===== config.mk =====
export PLATFORM = sky130hd
export DESIGN_NAME = timing_nco
export DESIGN_NICKNAME = d
export VERILOG_FILES = /design/src/hw/tnco_pkg.sv /design/src/hw/pin_sync.sv /design/src/hw/divide_counter.sv /design/src/hw/timing_nco.sv
export VERILOG_INCLUDE_DIRS = /design/src /design/src/hw
export SDC_FILE = /design/constraint.sdc
export NUM_CORES = 1
export LEC_CHECK = 0
export BUFFER_PORTS_ARGS = -buffer_cell sky130_fd_sc_hd__buf_2
export CAP_MARGIN = 15
export CORE_MARGIN = 5
export CORE_UTILIZATION = 60
export CTS_CLUSTER_DIAMETER = 80
export CTS_CLUSTER_SIZE = 16
export DETAILED_ROUTE_END_ITERATION = 8
export PLACE_DENSITY = 0.8
export SYNTH_ARGS = -nofsm -noshare
export SYNTH_HDL_FRONTEND = slang
export SYNTH_SLANG_ARGS = --single-unit

===== constraint.sdc =====
create_clock -name clk -period 4.6 [get_ports clk]
set_input_delay 0 -clock clk [delete_from_list [all_inputs] [get_ports clk]]
set_output_delay 0 -clock clk [all_outputs]
set_load 0.005 [all_outputs]

===== src/hw/tnco_regs.svh =====
// Purpose: register offsets, fields and timing counts of the timing oscillator block
// Assumes: control words addressed by word index on the host port
// Notes:   definitions only
`ifndef TNCO_REGS_SVH
`define TNCO_REGS_SVH
// ==========================================================================
// offsets
`define OFS_OSC_CONTROL      8'h0B
`define OFS_CENTER_FREQ      8'h0C
`define OFS_PHASE_OFFSET     8'h0D
`define OFS_FREQ_STROBE      8'h0E
`define OFS_PHASE_STROBE     8'h0F
`define OFS_ERROR_DIVIDERS   8'h12
`define OFS_ERROR_READ       8'h13
`define OFS_OFFSET_FREQ      8'h14
// ==========================================================================
// control word fields
`define CTL_SYNC_EN_BIT      5
`define CTL_OFS_BITS_LSB     3
`define CTL_OFS_EN_BIT       2
`define CTL_CLEAR_BIT        1
`define CTL_LOAD_ON_UPD_BIT  0
`define DIV_NCO_LSB          16
`define DIV_REF_LSB          0
`define DIV_WIDTH            12
// ==========================================================================
// reset values
`define RST_WORD             32'h0000_0000
// ==========================================================================
// resampler clocks per input sample and processing clock limit
`define CYC_BYPASS           6'h00
`define CYC_POLY             6'h06
`define CYC_POLY_HB1         6'h0D
`define CYC_POLY_HB2         6'h17
`define CYC_HB1              6'h07
`define CYC_HB2              6'h11
`define PROC_CLK_MAX_MHZ     55
`endif


===== src/hw/tnco_pkg.sv =====
// Purpose: shared types of the timing oscillator block
// Assumes: nothing
// Notes:   constants live in tnco_regs.svh
package tnco_pkg;
    // ======================================================================
    // host write bundle
    typedef struct packed {
        logic        wr;
        logic [7:0]  addr;
        logic [31:0] data;
    } host_wr_type;
    // strobe plus phase towards the resampler
    typedef struct packed {
        logic        strobe;
        logic [31:0] phase;
    } sample_tick_type;
    typedef enum logic [5:0] {
        RS_BYPASS   = 6'b000001,
        RS_POLY     = 6'b000010,
        RS_POLY_HB1 = 6'b000100,
        RS_POLY_HB2 = 6'b001000,
        RS_HB1      = 6'b010000,
        RS_HB2      = 6'b100000
    } rs_mode_type;
endpackage


===== src/hw/pin_sync.sv =====
// Purpose: three flop synchroniser with agreement on the last two stages
// Assumes: asynchronous level input
// Notes:   first stage only feeds the second
`timescale 1ns/1ps
module pin_sync (
    input  wire logic clk,      // processing clock
    input  wire logic sys_rst,  // sync reset
    input  wire logic pin,      // raw pin
    output logic      level     // filtered level
);
    logic s1_r, s2_r, s3_r;
    // ======================================================================
    // shift, accept only when stages two and three agree
    always_ff @(posedge clk) begin
        if (sys_rst) begin
            s1_r  <= 1'b0;
            s2_r  <= 1'b0;
            s3_r  <= 1'b0;
            level <= 1'b0;
        end else begin
            s1_r <= pin;
            s2_r <= s1_r;
            s3_r <= s2_r;
            if (s2_r == s3_r) level <= s3_r;
        end
    end
endmodule


===== src/hw/divide_counter.sv =====
// Purpose: preloaded down counter with terminal count reload
// Assumes: advance is a one cycle pulse
// Notes:   reload happens on the advance that finds the count already at zero
`timescale 1ns/1ps
module divide_counter #(
    parameter int W = 12
) (
    input  wire logic         clk,      // processing clock
    input  wire logic         sys_rst,  // sync reset
    input  wire logic         advance,  // count pulse
    input  wire logic [W-1:0] preload,  // reload value
    output logic      [W-1:0] count,    // present count
    output logic              wrap      // pulse on reload
);
    wire at_zero = (count == '0);
    // ======================================================================
    // count down, reload at terminal count
    always_ff @(posedge clk) begin
        if (sys_rst) begin
            count <= '0;
            wrap  <= 1'b0;
        end else begin
            wrap <= advance & at_zero;
            if (advance) count <= at_zero ? preload : count - 1'b1;
        end
    end
endmodule


===== src/hw/timing_nco.sv =====
// Purpose: timing oscillator, sample strobe source and timing error detector
// Assumes: host writes word index plus data, one cycle write pulse
// Notes:   processing clock limited to 55 MHz in the real part
//
// Function
// oscillator drives sample strobe and phase into the resampler
// oscillator is a bare phase accumulator, no sine/cosine stage
// control bit 5 enables sync of the oscillator from external pin
// control bits 3-4 set width of serially loaded offset frequency
// control bit 2 adds offset frequency to centre frequency
// control bit 1 clears the phase accumulator
// control bit 0 loads the accumulator on update strobes
// centre frequency word is per clock accumulator increment
// eight bit phase offset is added to the oscillator phase
// writes to strobe words move pending values into active registers
// timing error compares carry-out counter with reference counter
// carry-out counter preload sits in divider bits 16-27
// reference counter preload sits in divider bits 0-11
// 16-bit timing error on serial output and host readable
// resampler needs 0,6,13,23,7,17 clocks per input by mode
// max input rate is 55 MHz divided by mode clocks
// each halfband doubles the rate, both give four outputs
// with polyphase active, oscillator strobes pace the output
// external loop filter feeds correction into offset frequency
// counters reload at terminal count, reference reload samples error
`timescale 1ns/1ps
`include "tnco_regs.svh"
module timing_nco #(
    parameter int DW = `DIV_WIDTH
) (
    input  wire logic                    clk,                // processing clock
    input  wire logic                    sys_rst,            // sync reset, high
    input  wire tnco_pkg::host_wr_type   host_wr,            // host write
    input  wire logic                    host_rd,            // host read pulse
    input  wire logic [7:0]              host_rd_addr,       // read index
    input  wire logic                    offset_ser_clk,     // serial offset strobe
    input  wire logic                    offset_ser_data,    // serial offset bit
    input  wire logic                    sync_in,            // external sync pin
    input  wire logic                    reference_clock_in, // reference pin
    input  wire tnco_pkg::rs_mode_type   rs_mode,            // resampler mode
    output tnco_pkg::sample_tick_type    tick,               // strobe and phase
    output logic [7:0]                   phase_out,          // offset phase
    output logic                         carry_out,          // oscillator wrap
    output logic [5:0]                   rs_cycles,          // clocks per input
    output logic [2:0]                   interp_factor,      // output per input
    output logic                         poly_paced,         // strobe pacing on
    output logic [31:0]                  host_rd_data,       // read data
    output logic                         timing_error_ser,   // serial error bit
    output logic                         timing_error_frame  // serial word start
);
    // ======================================================================
    // registers
    logic [31:0] control_r, center_r, phase_ofs_r, dividers_r;
    logic [31:0] act_freq_r, act_ofs_r, ofs_shift_r;
    logic [7:0]  act_phase_r;
    logic [31:0] acc_r;
    logic [15:0] timing_error_value_r, ser_sh_r;
    logic [4:0]  ser_cnt_r;
    logic [4:0]  ofs_cnt_r;
    logic        ofs_clk_d_r, sync_d_r, ref_d_r;

    // ======================================================================
    // decode
    wire wr         = host_wr.wr;
    wire wr_ctl     = wr && host_wr.addr == `OFS_OSC_CONTROL;
    wire wr_ctr     = wr && host_wr.addr == `OFS_CENTER_FREQ;
    wire wr_pho     = wr && host_wr.addr == `OFS_PHASE_OFFSET;
    wire wr_fstb    = wr && host_wr.addr == `OFS_FREQ_STROBE;
    wire wr_pstb    = wr && host_wr.addr == `OFS_PHASE_STROBE;
    wire wr_div     = wr && host_wr.addr == `OFS_ERROR_DIVIDERS;
    wire sync_en    = control_r[`CTL_SYNC_EN_BIT];
    wire [1:0] ofs_sel = control_r[`CTL_OFS_BITS_LSB +: 2];
    wire ofs_en     = control_r[`CTL_OFS_EN_BIT];
    wire clr_acc    = control_r[`CTL_CLEAR_BIT];
    wire load_upd   = control_r[`CTL_LOAD_ON_UPD_BIT];

    // ======================================================================
    // pin synchronisers
    logic sync_lvl, ref_lvl, ofs_clk_lvl, ofs_dat_lvl;
    pin_sync u_sync (.clk(clk), .sys_rst(sys_rst), .pin(sync_in), .level(sync_lvl));
    pin_sync u_ref (.clk(clk), .sys_rst(sys_rst), .pin(reference_clock_in),
                    .level(ref_lvl));
    pin_sync u_oclk (.clk(clk), .sys_rst(sys_rst), .pin(offset_ser_clk),
                     .level(ofs_clk_lvl));
    pin_sync u_odat (.clk(clk), .sys_rst(sys_rst), .pin(offset_ser_data),
                     .level(ofs_dat_lvl));
    wire sync_rise = sync_lvl & ~sync_d_r;
    wire ref_rise  = ref_lvl & ~ref_d_r;
    wire ofs_rise  = ofs_clk_lvl & ~ofs_clk_d_r;

    // serial offset word length: 8,16,24,32 bits
    wire [4:0] ofs_last = {ofs_sel, 3'b111};
    wire       ofs_done = ofs_rise && ofs_cnt_r == ofs_last;
    // left-justify the completed word into the 32-bit offset
    wire [31:0] ofs_new  = {ofs_shift_r[30:0], ofs_dat_lvl};
    wire [31:0] ofs_just = ofs_new << (5'd24 - {ofs_sel, 3'b000});

    // ======================================================================
    // accumulator step
    wire [31:0] step = act_freq_r + (ofs_en ? act_ofs_r : 32'h0000_0000);
    wire [32:0] sum  = {1'b0, acc_r} + {1'b0, step};
    wire        upd  = wr_fstb | wr_pstb;
    wire        acc_zero = clr_acc | (sync_en & sync_rise) | (load_upd & upd);

    // ======================================================================
    // control words
    always_ff @(posedge clk) begin
        if (sys_rst) begin
            control_r   <= `RST_WORD;
            center_r    <= `RST_WORD;
            phase_ofs_r <= `RST_WORD;
            dividers_r  <= `RST_WORD;
        end else begin
            if (wr_ctl) control_r   <= host_wr.data;
            if (wr_ctr) center_r    <= host_wr.data;
            if (wr_pho) phase_ofs_r <= {24'h00_0000, host_wr.data[7:0]};
            if (wr_div) dividers_r  <= host_wr.data;
        end
    end

    // ======================================================================
    // active values, moved on update strobes
    always_ff @(posedge clk) begin
        if (sys_rst) begin
            act_freq_r  <= `RST_WORD;
            act_phase_r <= 8'h00;
        end else begin
            if (wr_fstb) act_freq_r  <= center_r;
            if (wr_pstb) act_phase_r <= phase_ofs_r[7:0];
        end
    end

    // ======================================================================
    // serial offset frequency, loop filter correction arrives here
    always_ff @(posedge clk) begin
        if (sys_rst) begin
            ofs_shift_r <= `RST_WORD;
            ofs_cnt_r   <= 5'h00;
            act_ofs_r   <= `RST_WORD;
            ofs_clk_d_r <= 1'b0;
        end else begin
            ofs_clk_d_r <= ofs_clk_lvl;
            if (ofs_rise) begin
                ofs_shift_r <= ofs_new;
                ofs_cnt_r   <= ofs_done ? 5'h00 : ofs_cnt_r + 5'h01;
            end
            if (ofs_done) act_ofs_r <= ofs_just;
        end
    end

    // ======================================================================
    // phase accumulator and strobe
    always_ff @(posedge clk) begin
        if (sys_rst) begin
            acc_r     <= `RST_WORD;
            sync_d_r  <= 1'b0;
            carry_out <= 1'b0;
            tick      <= '0;
            phase_out <= 8'h00;
        end else begin
            sync_d_r   <= sync_lvl;
            acc_r      <= acc_zero ? 32'h0000_0000 : sum[31:0];
            carry_out  <= ~acc_zero & sum[32];
            tick.strobe <= ~acc_zero & sum[32];
            tick.phase  <= acc_r;
            phase_out  <= acc_r[31:24] + act_phase_r;
        end
    end

    // ======================================================================
    // timing error counters
    logic [DW-1:0] nco_cnt;
    logic          ref_wrap;
    divide_counter #(.W(DW)) u_nco_div (
        .clk(clk), .sys_rst(sys_rst), .advance(carry_out),
        .preload(dividers_r[`DIV_NCO_LSB +: DW]),
        .count(nco_cnt), .wrap()
    );
    divide_counter #(.W(DW)) u_ref_div (
        .clk(clk), .sys_rst(sys_rst), .advance(ref_rise),
        .preload(dividers_r[`DIV_REF_LSB +: DW]),
        .count(), .wrap(ref_wrap)
    );

    // error sample and serial shift
    always_ff @(posedge clk) begin
        if (sys_rst) begin
            ref_d_r              <= 1'b0;
            timing_error_value_r <= 16'h0000;
            ser_sh_r             <= 16'h0000;
            ser_cnt_r            <= 5'h00;
            timing_error_ser     <= 1'b0;
            timing_error_frame   <= 1'b0;
        end else begin
            ref_d_r            <= ref_lvl;
            timing_error_frame <= ref_wrap;
            if (ref_wrap) begin
                timing_error_value_r <= 16'(nco_cnt);
                ser_sh_r             <= 16'(nco_cnt);
                ser_cnt_r            <= 5'h10;
            end else if (ser_cnt_r != 5'h00) begin
                ser_sh_r  <= {ser_sh_r[14:0], 1'b0};
                ser_cnt_r <= ser_cnt_r - 5'h01;
            end
            timing_error_ser <= (ser_cnt_r != 5'h00) ? ser_sh_r[15] : 1'b0;
        end
    end

    // ======================================================================
    // resampler mode figures
    logic [5:0] cyc_nxt;
    logic [2:0] int_nxt;
    always_comb begin
        case (rs_mode)
            tnco_pkg::RS_BYPASS:   begin cyc_nxt = `CYC_BYPASS;   int_nxt = 3'd1; end
            tnco_pkg::RS_POLY:     begin cyc_nxt = `CYC_POLY;     int_nxt = 3'd1; end
            tnco_pkg::RS_POLY_HB1: begin cyc_nxt = `CYC_POLY_HB1; int_nxt = 3'd2; end
            tnco_pkg::RS_POLY_HB2: begin cyc_nxt = `CYC_POLY_HB2; int_nxt = 3'd4; end
            tnco_pkg::RS_HB1:      begin cyc_nxt = `CYC_HB1;      int_nxt = 3'd2; end
            tnco_pkg::RS_HB2:      begin cyc_nxt = `CYC_HB2;      int_nxt = 3'd4; end
            default:               begin cyc_nxt = `CYC_BYPASS;   int_nxt = 3'd1; end
        endcase
    end
    wire poly_nxt = rs_mode == tnco_pkg::RS_POLY || rs_mode == tnco_pkg::RS_POLY_HB1
                 || rs_mode == tnco_pkg::RS_POLY_HB2;

    // registered mode outputs; input rate limit is 55 MHz / rs_cycles
    always_ff @(posedge clk) begin
        if (sys_rst) begin
            rs_cycles     <= `CYC_BYPASS;
            interp_factor <= 3'd1;
            poly_paced    <= 1'b0;
        end else begin
            rs_cycles     <= cyc_nxt;
            interp_factor <= int_nxt;
            poly_paced    <= poly_nxt;
        end
    end

    // ======================================================================
    // host read mux
    logic [31:0] rd_nxt;
    always_comb begin
        case (host_rd_addr)
            `OFS_OSC_CONTROL:    rd_nxt = control_r;
            `OFS_CENTER_FREQ:    rd_nxt = center_r;
            `OFS_PHASE_OFFSET:   rd_nxt = phase_ofs_r;
            `OFS_ERROR_DIVIDERS: rd_nxt = dividers_r;
            `OFS_ERROR_READ:     rd_nxt = {16'h0000, timing_error_value_r};
            `OFS_OFFSET_FREQ:    rd_nxt = act_ofs_r;
            default:             rd_nxt = 32'h0000_0000;
        endcase
    end
    always_ff @(posedge clk) begin
        if (sys_rst) host_rd_data <= 32'h0000_0000;
        else if (host_rd) host_rd_data <= rd_nxt;
    end
endmodule


==> metrics, run 1 <==
adder-cell share of the synthesized area 5.41%; syn avg cell area 8.08 um^2; Antenna Cells 0; cell count after synthesis 2342; Synth Flop Type dfxtp_1; final setup vio count 0; Layout area overhead 12.9%; critical path's slowest cell a221o_1; maximum vdd drop 0.394 mV; most common cell after layout, fill and taps aside nand2_1; Register Area 0.00811 mm^2; Hold Fails Final Rpt 0; Layout fillers 2591; RSZ-0062 raised after global routing yes; CP Buf/Inv Count 3; Vias/cell 6.01; nets@finish 2603; P_leak 8.21 nW; Slowest Stage Delay on Critical Path 0.41 ns; fmax 228 MHz; Gate power share 7.0%; die width 188 um; worst-path fanout max 26; first-pass GRT wire length 85.8 mm; DRC Markers 0; post-route ant nets 0; minimum clock period 4.38 ns; largest net degree at the start of global routing 87; io pins 148; Root Driver clkbuf_16; Pins Over Slew Limit 0; EDFF count, synth 0; Tcrit/Tclk final 95.2%; Initial Utilization 60.3%; 1st-pass router iterations 6; sw frac 23.5%; Crit path required time 5.07 ns; Critical Setup Path Class register to register; library cells used by synthesis 66; CP delay by family, top compound AO/OA/AOI/OAI gates; CP Capture Type register; FFs w/ async S/R, synth 0%; Setup Total Neg Slack 0 ns; synthesized flop and latch total 405; Post-Place Cells 2768; Final Wtd Congestion 0.938; commonest non-fill, non-tap cells in the layout 449 x nand2_1, 404 x dfxtp_1, 326 x a21oi_1, 198 x nor2_1, 145 x buf_2; CTS H-tree depth 1; Syn. warnings 0; outcome finished clean; Vias 17207; die area 0.0352 mm^2; Post-Syn Area 0.0189 mm^2; Starting DRT DRC Count 1737; final non-filler cell total 2864; Worst-Margin Slew 1.15 ns; number of global-route vias before repair 16066; CTS tree done; Int Power 0.00490 W; HPWL after DPL 37.5 mm; aggregate routed wire length 54.2 mm; clock share of power 37.3%; clock latency on the worst-skew pair 0.58 ns; PD cells 300 mW/mm^2; largest family of logic cells by synthesized area simple AND/OR/NAND/NOR gates; wire per inst 18.9 um; Die Y 188 um; max_cap viols 0; worst clock skew 0.0132 ns; NetSw 0.00151 W; fin area 0.0214 mm^2; critical-path cell list buf_6, and2_1, ha_2, a21o_1, a21o_1, a221oi_4, o31ai_4, a31oi_4, o21ai_0, xor2_1, ha_1, buf_4, inv_1, o21bai_1, a211o_1, a221o_1, a21oi_2, o21ai_0, o211a_1; I/O Buffers 146; Slew headroom 23.1%; layout cell share with drive strength beyond 1 11.0%; register area share after synthesis 42.8%; Seq pwr share 55.7%; TritonCTS Buffers 29; gr usage total 29.5%; CP Launch Type register; Compound-Gate Fraction of Synth Area 20.2%; crit path DAT 4.85 ns; Site Rows 65; synthesized netlist net count 2484; clk sink count 405; multiplexer share of the synthesized area 3.30%; DP Area 0.0199 mm^2; multi-input logic area 0.0103 mm^2; xor/xnor share of the synthesized area 3.28%; core box area 0.0314 mm^2; post-synthesis simple-gate area fraction 21.1%; initial antenna violation count 0; Hold Path Class input pin to register; total grt overflow 0; clock-pin slew on the worst setup and hold paths 0.07 ns; CTS Buffer Depth 3
## power groups by stage
stage,clock network (W),registers [W],logic [W]
final,0.00239,0.00357,0.000452
after CTS,0.00242,0.00357,0.000444
after detailed placement,0,0.00365,0.000409
after global placement,0,0.00365,0.000400
after global routing,0.00257,0.00357,0.000491
after floorplan,0,0.00364,0.000295
## worst register-to-register path, cell delays in order (launching register included)
cell,delay (ns)
dfxtp_4,0.38
buf_6,0.18
and2_1,0.15
ha_2,0.31
a21o_1,0.21
a21o_1,0.21
a221oi_4,0.33
o31ai_4,0.15
a31oi_4,0.26
o21ai_0,0.13
xor2_1,0.17
ha_1,0.34
buf_4,0.15
inv_1,0.08
o21bai_1,0.10
a211o_1,0.30
a221o_1,0.41
a21oi_2,0.18
o21ai_0,0.11
o211a_1,0.13
## registers in the layout (all words and copies together), names as in the netlist, 8 cells and up
register / flops
acc_r: 32
act_freq_r: 32
act_ofs_r: 32
center_r: 32
control_r: 32
dividers_r: 32
host_rd_data: 32
tick: 32
ofs_shift_r: 31
ser_sh_r: 16
timing_error_value_r: 12
u_nco_div.count: 12
u_ref_div.count: 12
act_phase_r: 8
phase_ofs_r: 8
phase_out: 8
## area by class of cell
type / count / area share (%)
Sequential cell: 405 / 37.9
Clock buffer: 29 / 3.39
Multi-Input combinational cell: 1745 / 48.0
Clock inverter: 3 / 0.275
Tap cell: 402 / 2.35
Timing Repair Buffer: 237 / 7.33
Inverter: 43 / 0.755
## Yosys cell counts (all sizes together) (36+ instances only)
library cell / number / area [um^2]
clkbuf: 134 / 504
nor2b: 74 / 463
nand2: 450 / 1690
xnor2: 45 / 394
nor2: 200 / 751
and2: 36 / 225
nor3: 36 / 180
inv: 43 / 161
ha: 77 / 963
o21ai: 83 / 415
nand3: 43 / 215
a211oi: 43 / 323
a21oi: 330 / 1660
dfxtp: 405 / 8110
mux2i: 49 / 490
## layer usage
layer | vias up | global-route usage (%) | share of wire, %
li1 | 8333 | - | -
met4 | 0 | 11.3 | 4.1
met5 | - | 0 | 0
met2 | 854 | 48.1 | 45
met1 | 7893 | 39.7 | 42
met3 | 127 | 4.75 | 9.2
## through the flow
step	utilization, %	total power [W]	setup slack (ns)	hold WS (ns)
2_1_floorplan	-	0.00394	0.537	0.0764
3_3_place_gp	63.3	0.00405	0.179	0.210
3_5_place_dp	63.3	0.00406	0.0333	0.213
4_1_cts	67.6	0.00644	0.00831	0.0745
5_1_grt	68.1	0.00663	-0.0273	0.134
6_report	68.1	0.00641	0.222	0.130
## repair_timing
item,in CTS,in global routing
gates resized for setup,0,29
endpoints found under the hold margin,195,0
endpoints found under the setup margin,0,12
hold buffers,56,0
buffers inserted,0,7
## cell families after synthesis
| logic type | Yosys count |
|---|---|
| DFF | 405 |
| and+or+nand+nor | 909 |
| xor gates and xnor gates | 71 |
| AOI/OAI and AO/OA | 623 |
| adders and majority gates | 80 |
| other | 1 |
| buffers and inverters | 192 |
| muxes | 61 |
## final timing paths
path	start	end	slack (ns)	cells past startpoint
setup / recovery	control_r[2]	carry_out	0.22	19
hold reg to reg	u_sync.s1_r	u_sync.s2_r	0.45	1
setup reg to reg	control_r[2]	carry_out	0.22	19
hold / removal	host_wr[36]	dividers_r[5]	0.13	5
Power figures use the tool's default switching activity.
==> inputs of run 2 (changes only) <==
CORE_UTILIZATION = 62   (was 60)
CTS_BUF_LIST = sky130_fd_sc_hd__clkbuf_4   (was not set)
PLACE_DENSITY = 0.82   (was 0.8)
==> run 2 against run 1 <==
Sequential share of layout area shrank 0.054 points. Cell count up 1.8%. Worst hold slack lost 0.088 ns. First-iteration DRC count stayed put. Non-clock buffer count increased by 56. Routed wire length is 3.9% higher. Clock-buffer cell count unchanged. Critical path type unchanged. Largest power group unchanged.
==> metrics, run 2 (same netlist as run 1, synthesis figures left out) <==
Layout area overhead 13.1%; Total Power 0.00551 W; gr usage total 32.1%; Worst-Margin Slew 1.09 ns; Site Rows 64; number of global-route vias before repair 16748; crit-path most repeated cell nor2_1; Root Driver clkbuf_4; first-pass GRT wire length 89.3 mm; CP Launch Type register; sw frac 25.4%; CP Launch Point control_r[2]; die area 0.0341 mm^2; Worst R2R Path Depth 18; CTS H-tree depth 1; Slew headroom 27.1%; PnR worst setup slack 0.186 ns; final non-filler cell total 2916; commonest non-fill, non-tap cells in the layout 450 x nand2_1, 403 x dfxtp_1, 327 x a21oi_1, 198 x nor2_1, 145 x buf_2; largest net degree at the start of global routing 133; Int Power 0.00412 W; final setup vio count 0; nets@finish 2659; 1st-pass router iterations 7; die width 185 um; Pins Over Slew Limit 0; most common cell after layout, fill and taps aside nand2_1; Gate power share 9.0%; RR Startpoint control_r[2]; clock share of power 26.2%; HPWL after DPL 37.8 mm; minimum clock period 4.41 ns; wire per inst 19.3 um; post-place setup slack -0.128 ns; Critical Setup Path Class register to register; DRC Markers 0; worst hold stages 4; layout cell share with drive strength beyond 1 10.3%; clock latency on the worst-skew pair 0.82 ns; Worst R2R Setup Slack 0.19 ns; core box area 0.0303 mm^2; worst hold margin 0.0428 ns; RSZ-0062 raised after global routing yes; CP Capture Type register; aggregate routed wire length 56.3 mm; worst-path fanout max 9; Post-Place Cells 2760; NetSw 0.00140 W; outcome finished clean; Final Wtd Congestion 0.934; Hold Path Class input pin to register; I/O Buffers 146; max_cap viols 0; post-route ant nets 0; maximum vdd drop 0.270 mV; initial antenna violation count 3; Crit path required time 5.29 ns; Starting DRT DRC Count 1737; crit path DAT 5.10 ns; Vias 17741; Initial Utilization 62.4%; Worst Setup EP acc_r[28]; critical path's slowest cell a221oi_2; CTS tree done; worst clock skew 0.0285 ns; TritonCTS Buffers 29; Die Y 185 um; FF-to-FF End acc_r[28]; critical-path cell list nand2_1, inv_1, ha_1, a21o_1, a21o_1, a31oi_2, nor2_1, nor2_1, xnor2_1, ha_1, a211oi_1, o211ai_1, a221oi_2, o31ai_4, a221o_1, a21oi_2, xor2_1, nor2_1; Layout fillers 2445; PD cells 257 mW/mm^2; Hold Fails Final Rpt 0; Tcrit/Tclk final 96.0%; clk sink count 405; P_leak 8.22 nW; io pins 148; Vias/cell 6.08; CTS Buffer Depth 3; Slowest Stage Delay on Critical Path 0.49 ns; Seq pwr share 64.9%; Setup Total Neg Slack 0 ns; total grt overflow 0; clock-pin slew on the worst setup and hold paths 0.17 ns; fmax 227 MHz
run 2: changes by cell type in the layout (fill, tap and decap cells not counted), moves of 2 or more:
cell           change
diode_2            +2
clkbuf_4          +30
buf_4              -8
o21ai_1            -2
clkbuf_16         -29
dlygate4sd3_1     +61
ha_1               +3
ha_2               -2
run 2: worst min-delay path by stage:
stage | endpoint | start | slack (ns)
global route | control_r[2] | host_wr[2] | 0.003
global placement | u_sync.s1_r | sync_in | 0.21
floorplan | interp_factor[1] | rs_mode[1] | 0.08
finish | control_r[2] | host_wr[2] | 0.04
detailed placement | u_ref.s1_r | reference_clock_in | 0.22
CTS | control_r[3] | host_wr[3] | 0.006
run 2: layout make-up:
cell class | instances | area [um^2] | share of cell area (%)
tap | 396 | 495 | 2.31
multi-input combinational | 1745 | 10200 | 47.7
inverter | 43 | 161 | 0.754
clock inverter | 3 | 46.3 | 0.216
antenna | 2 | 5.00 | 0.0234
timing repair buffer | 293 | 2150 | 10.0
clock buffer | 29 | 218 | 1.02
sequential | 405 | 8110 | 37.9
run 2: layer usage:
metal  GRT usage, %  part of all wire, %
met5              0                    0
met4           13.9                  4.9
met3           5.49                  9.2
met2           52.0                   45
met1           42.4                   41
run 2: per-stage QoR:
stage | util [%] | area [um^2]
after floorplan | - | 18900
after global placement | 65.3 | 19800
after detailed placement | 65.3 | 19800
after CTS | 70.1 | 21300
after global routing | 70.6 | 21400
final | 70.6 | 21400
run 2: power groups by stage:
stage / clock network [W] / logic [W] / registers (W)
floorplan: 0 / 0.000295 / 0.00364
global placement: 0 / 0.000400 / 0.00365
detailed placement: 0 / 0.000411 / 0.00365
CTS: 0.00146 / 0.000479 / 0.00358
global route: 0.00159 / 0.000536 / 0.00358
finish: 0.00144 / 0.000494 / 0.00358
run 2: worst max-delay path: cells and delay by family (launching register included):
family | cells | cell delay [ns]
AOI/OAI and AO/OA | 9 | 2.44
adders and majority gates | 2 | 0.60
and+or+nand+nor | 4 | 0.43
DFF | 1 | 0.40
xor gates and xnor gates | 2 | 0.36
buffers and inverters | 1 | 0.06
run 2: timing repair:
item | 4_1_cts | 5_1_grt
resized for setup | 2 | 19
pin swaps | 0 | 5
endpoints found under the setup margin | 9 | 11
hold buffers | 117 | 0
hold endpoints to repair | 223 | 0
buffers inserted | 0 | 2
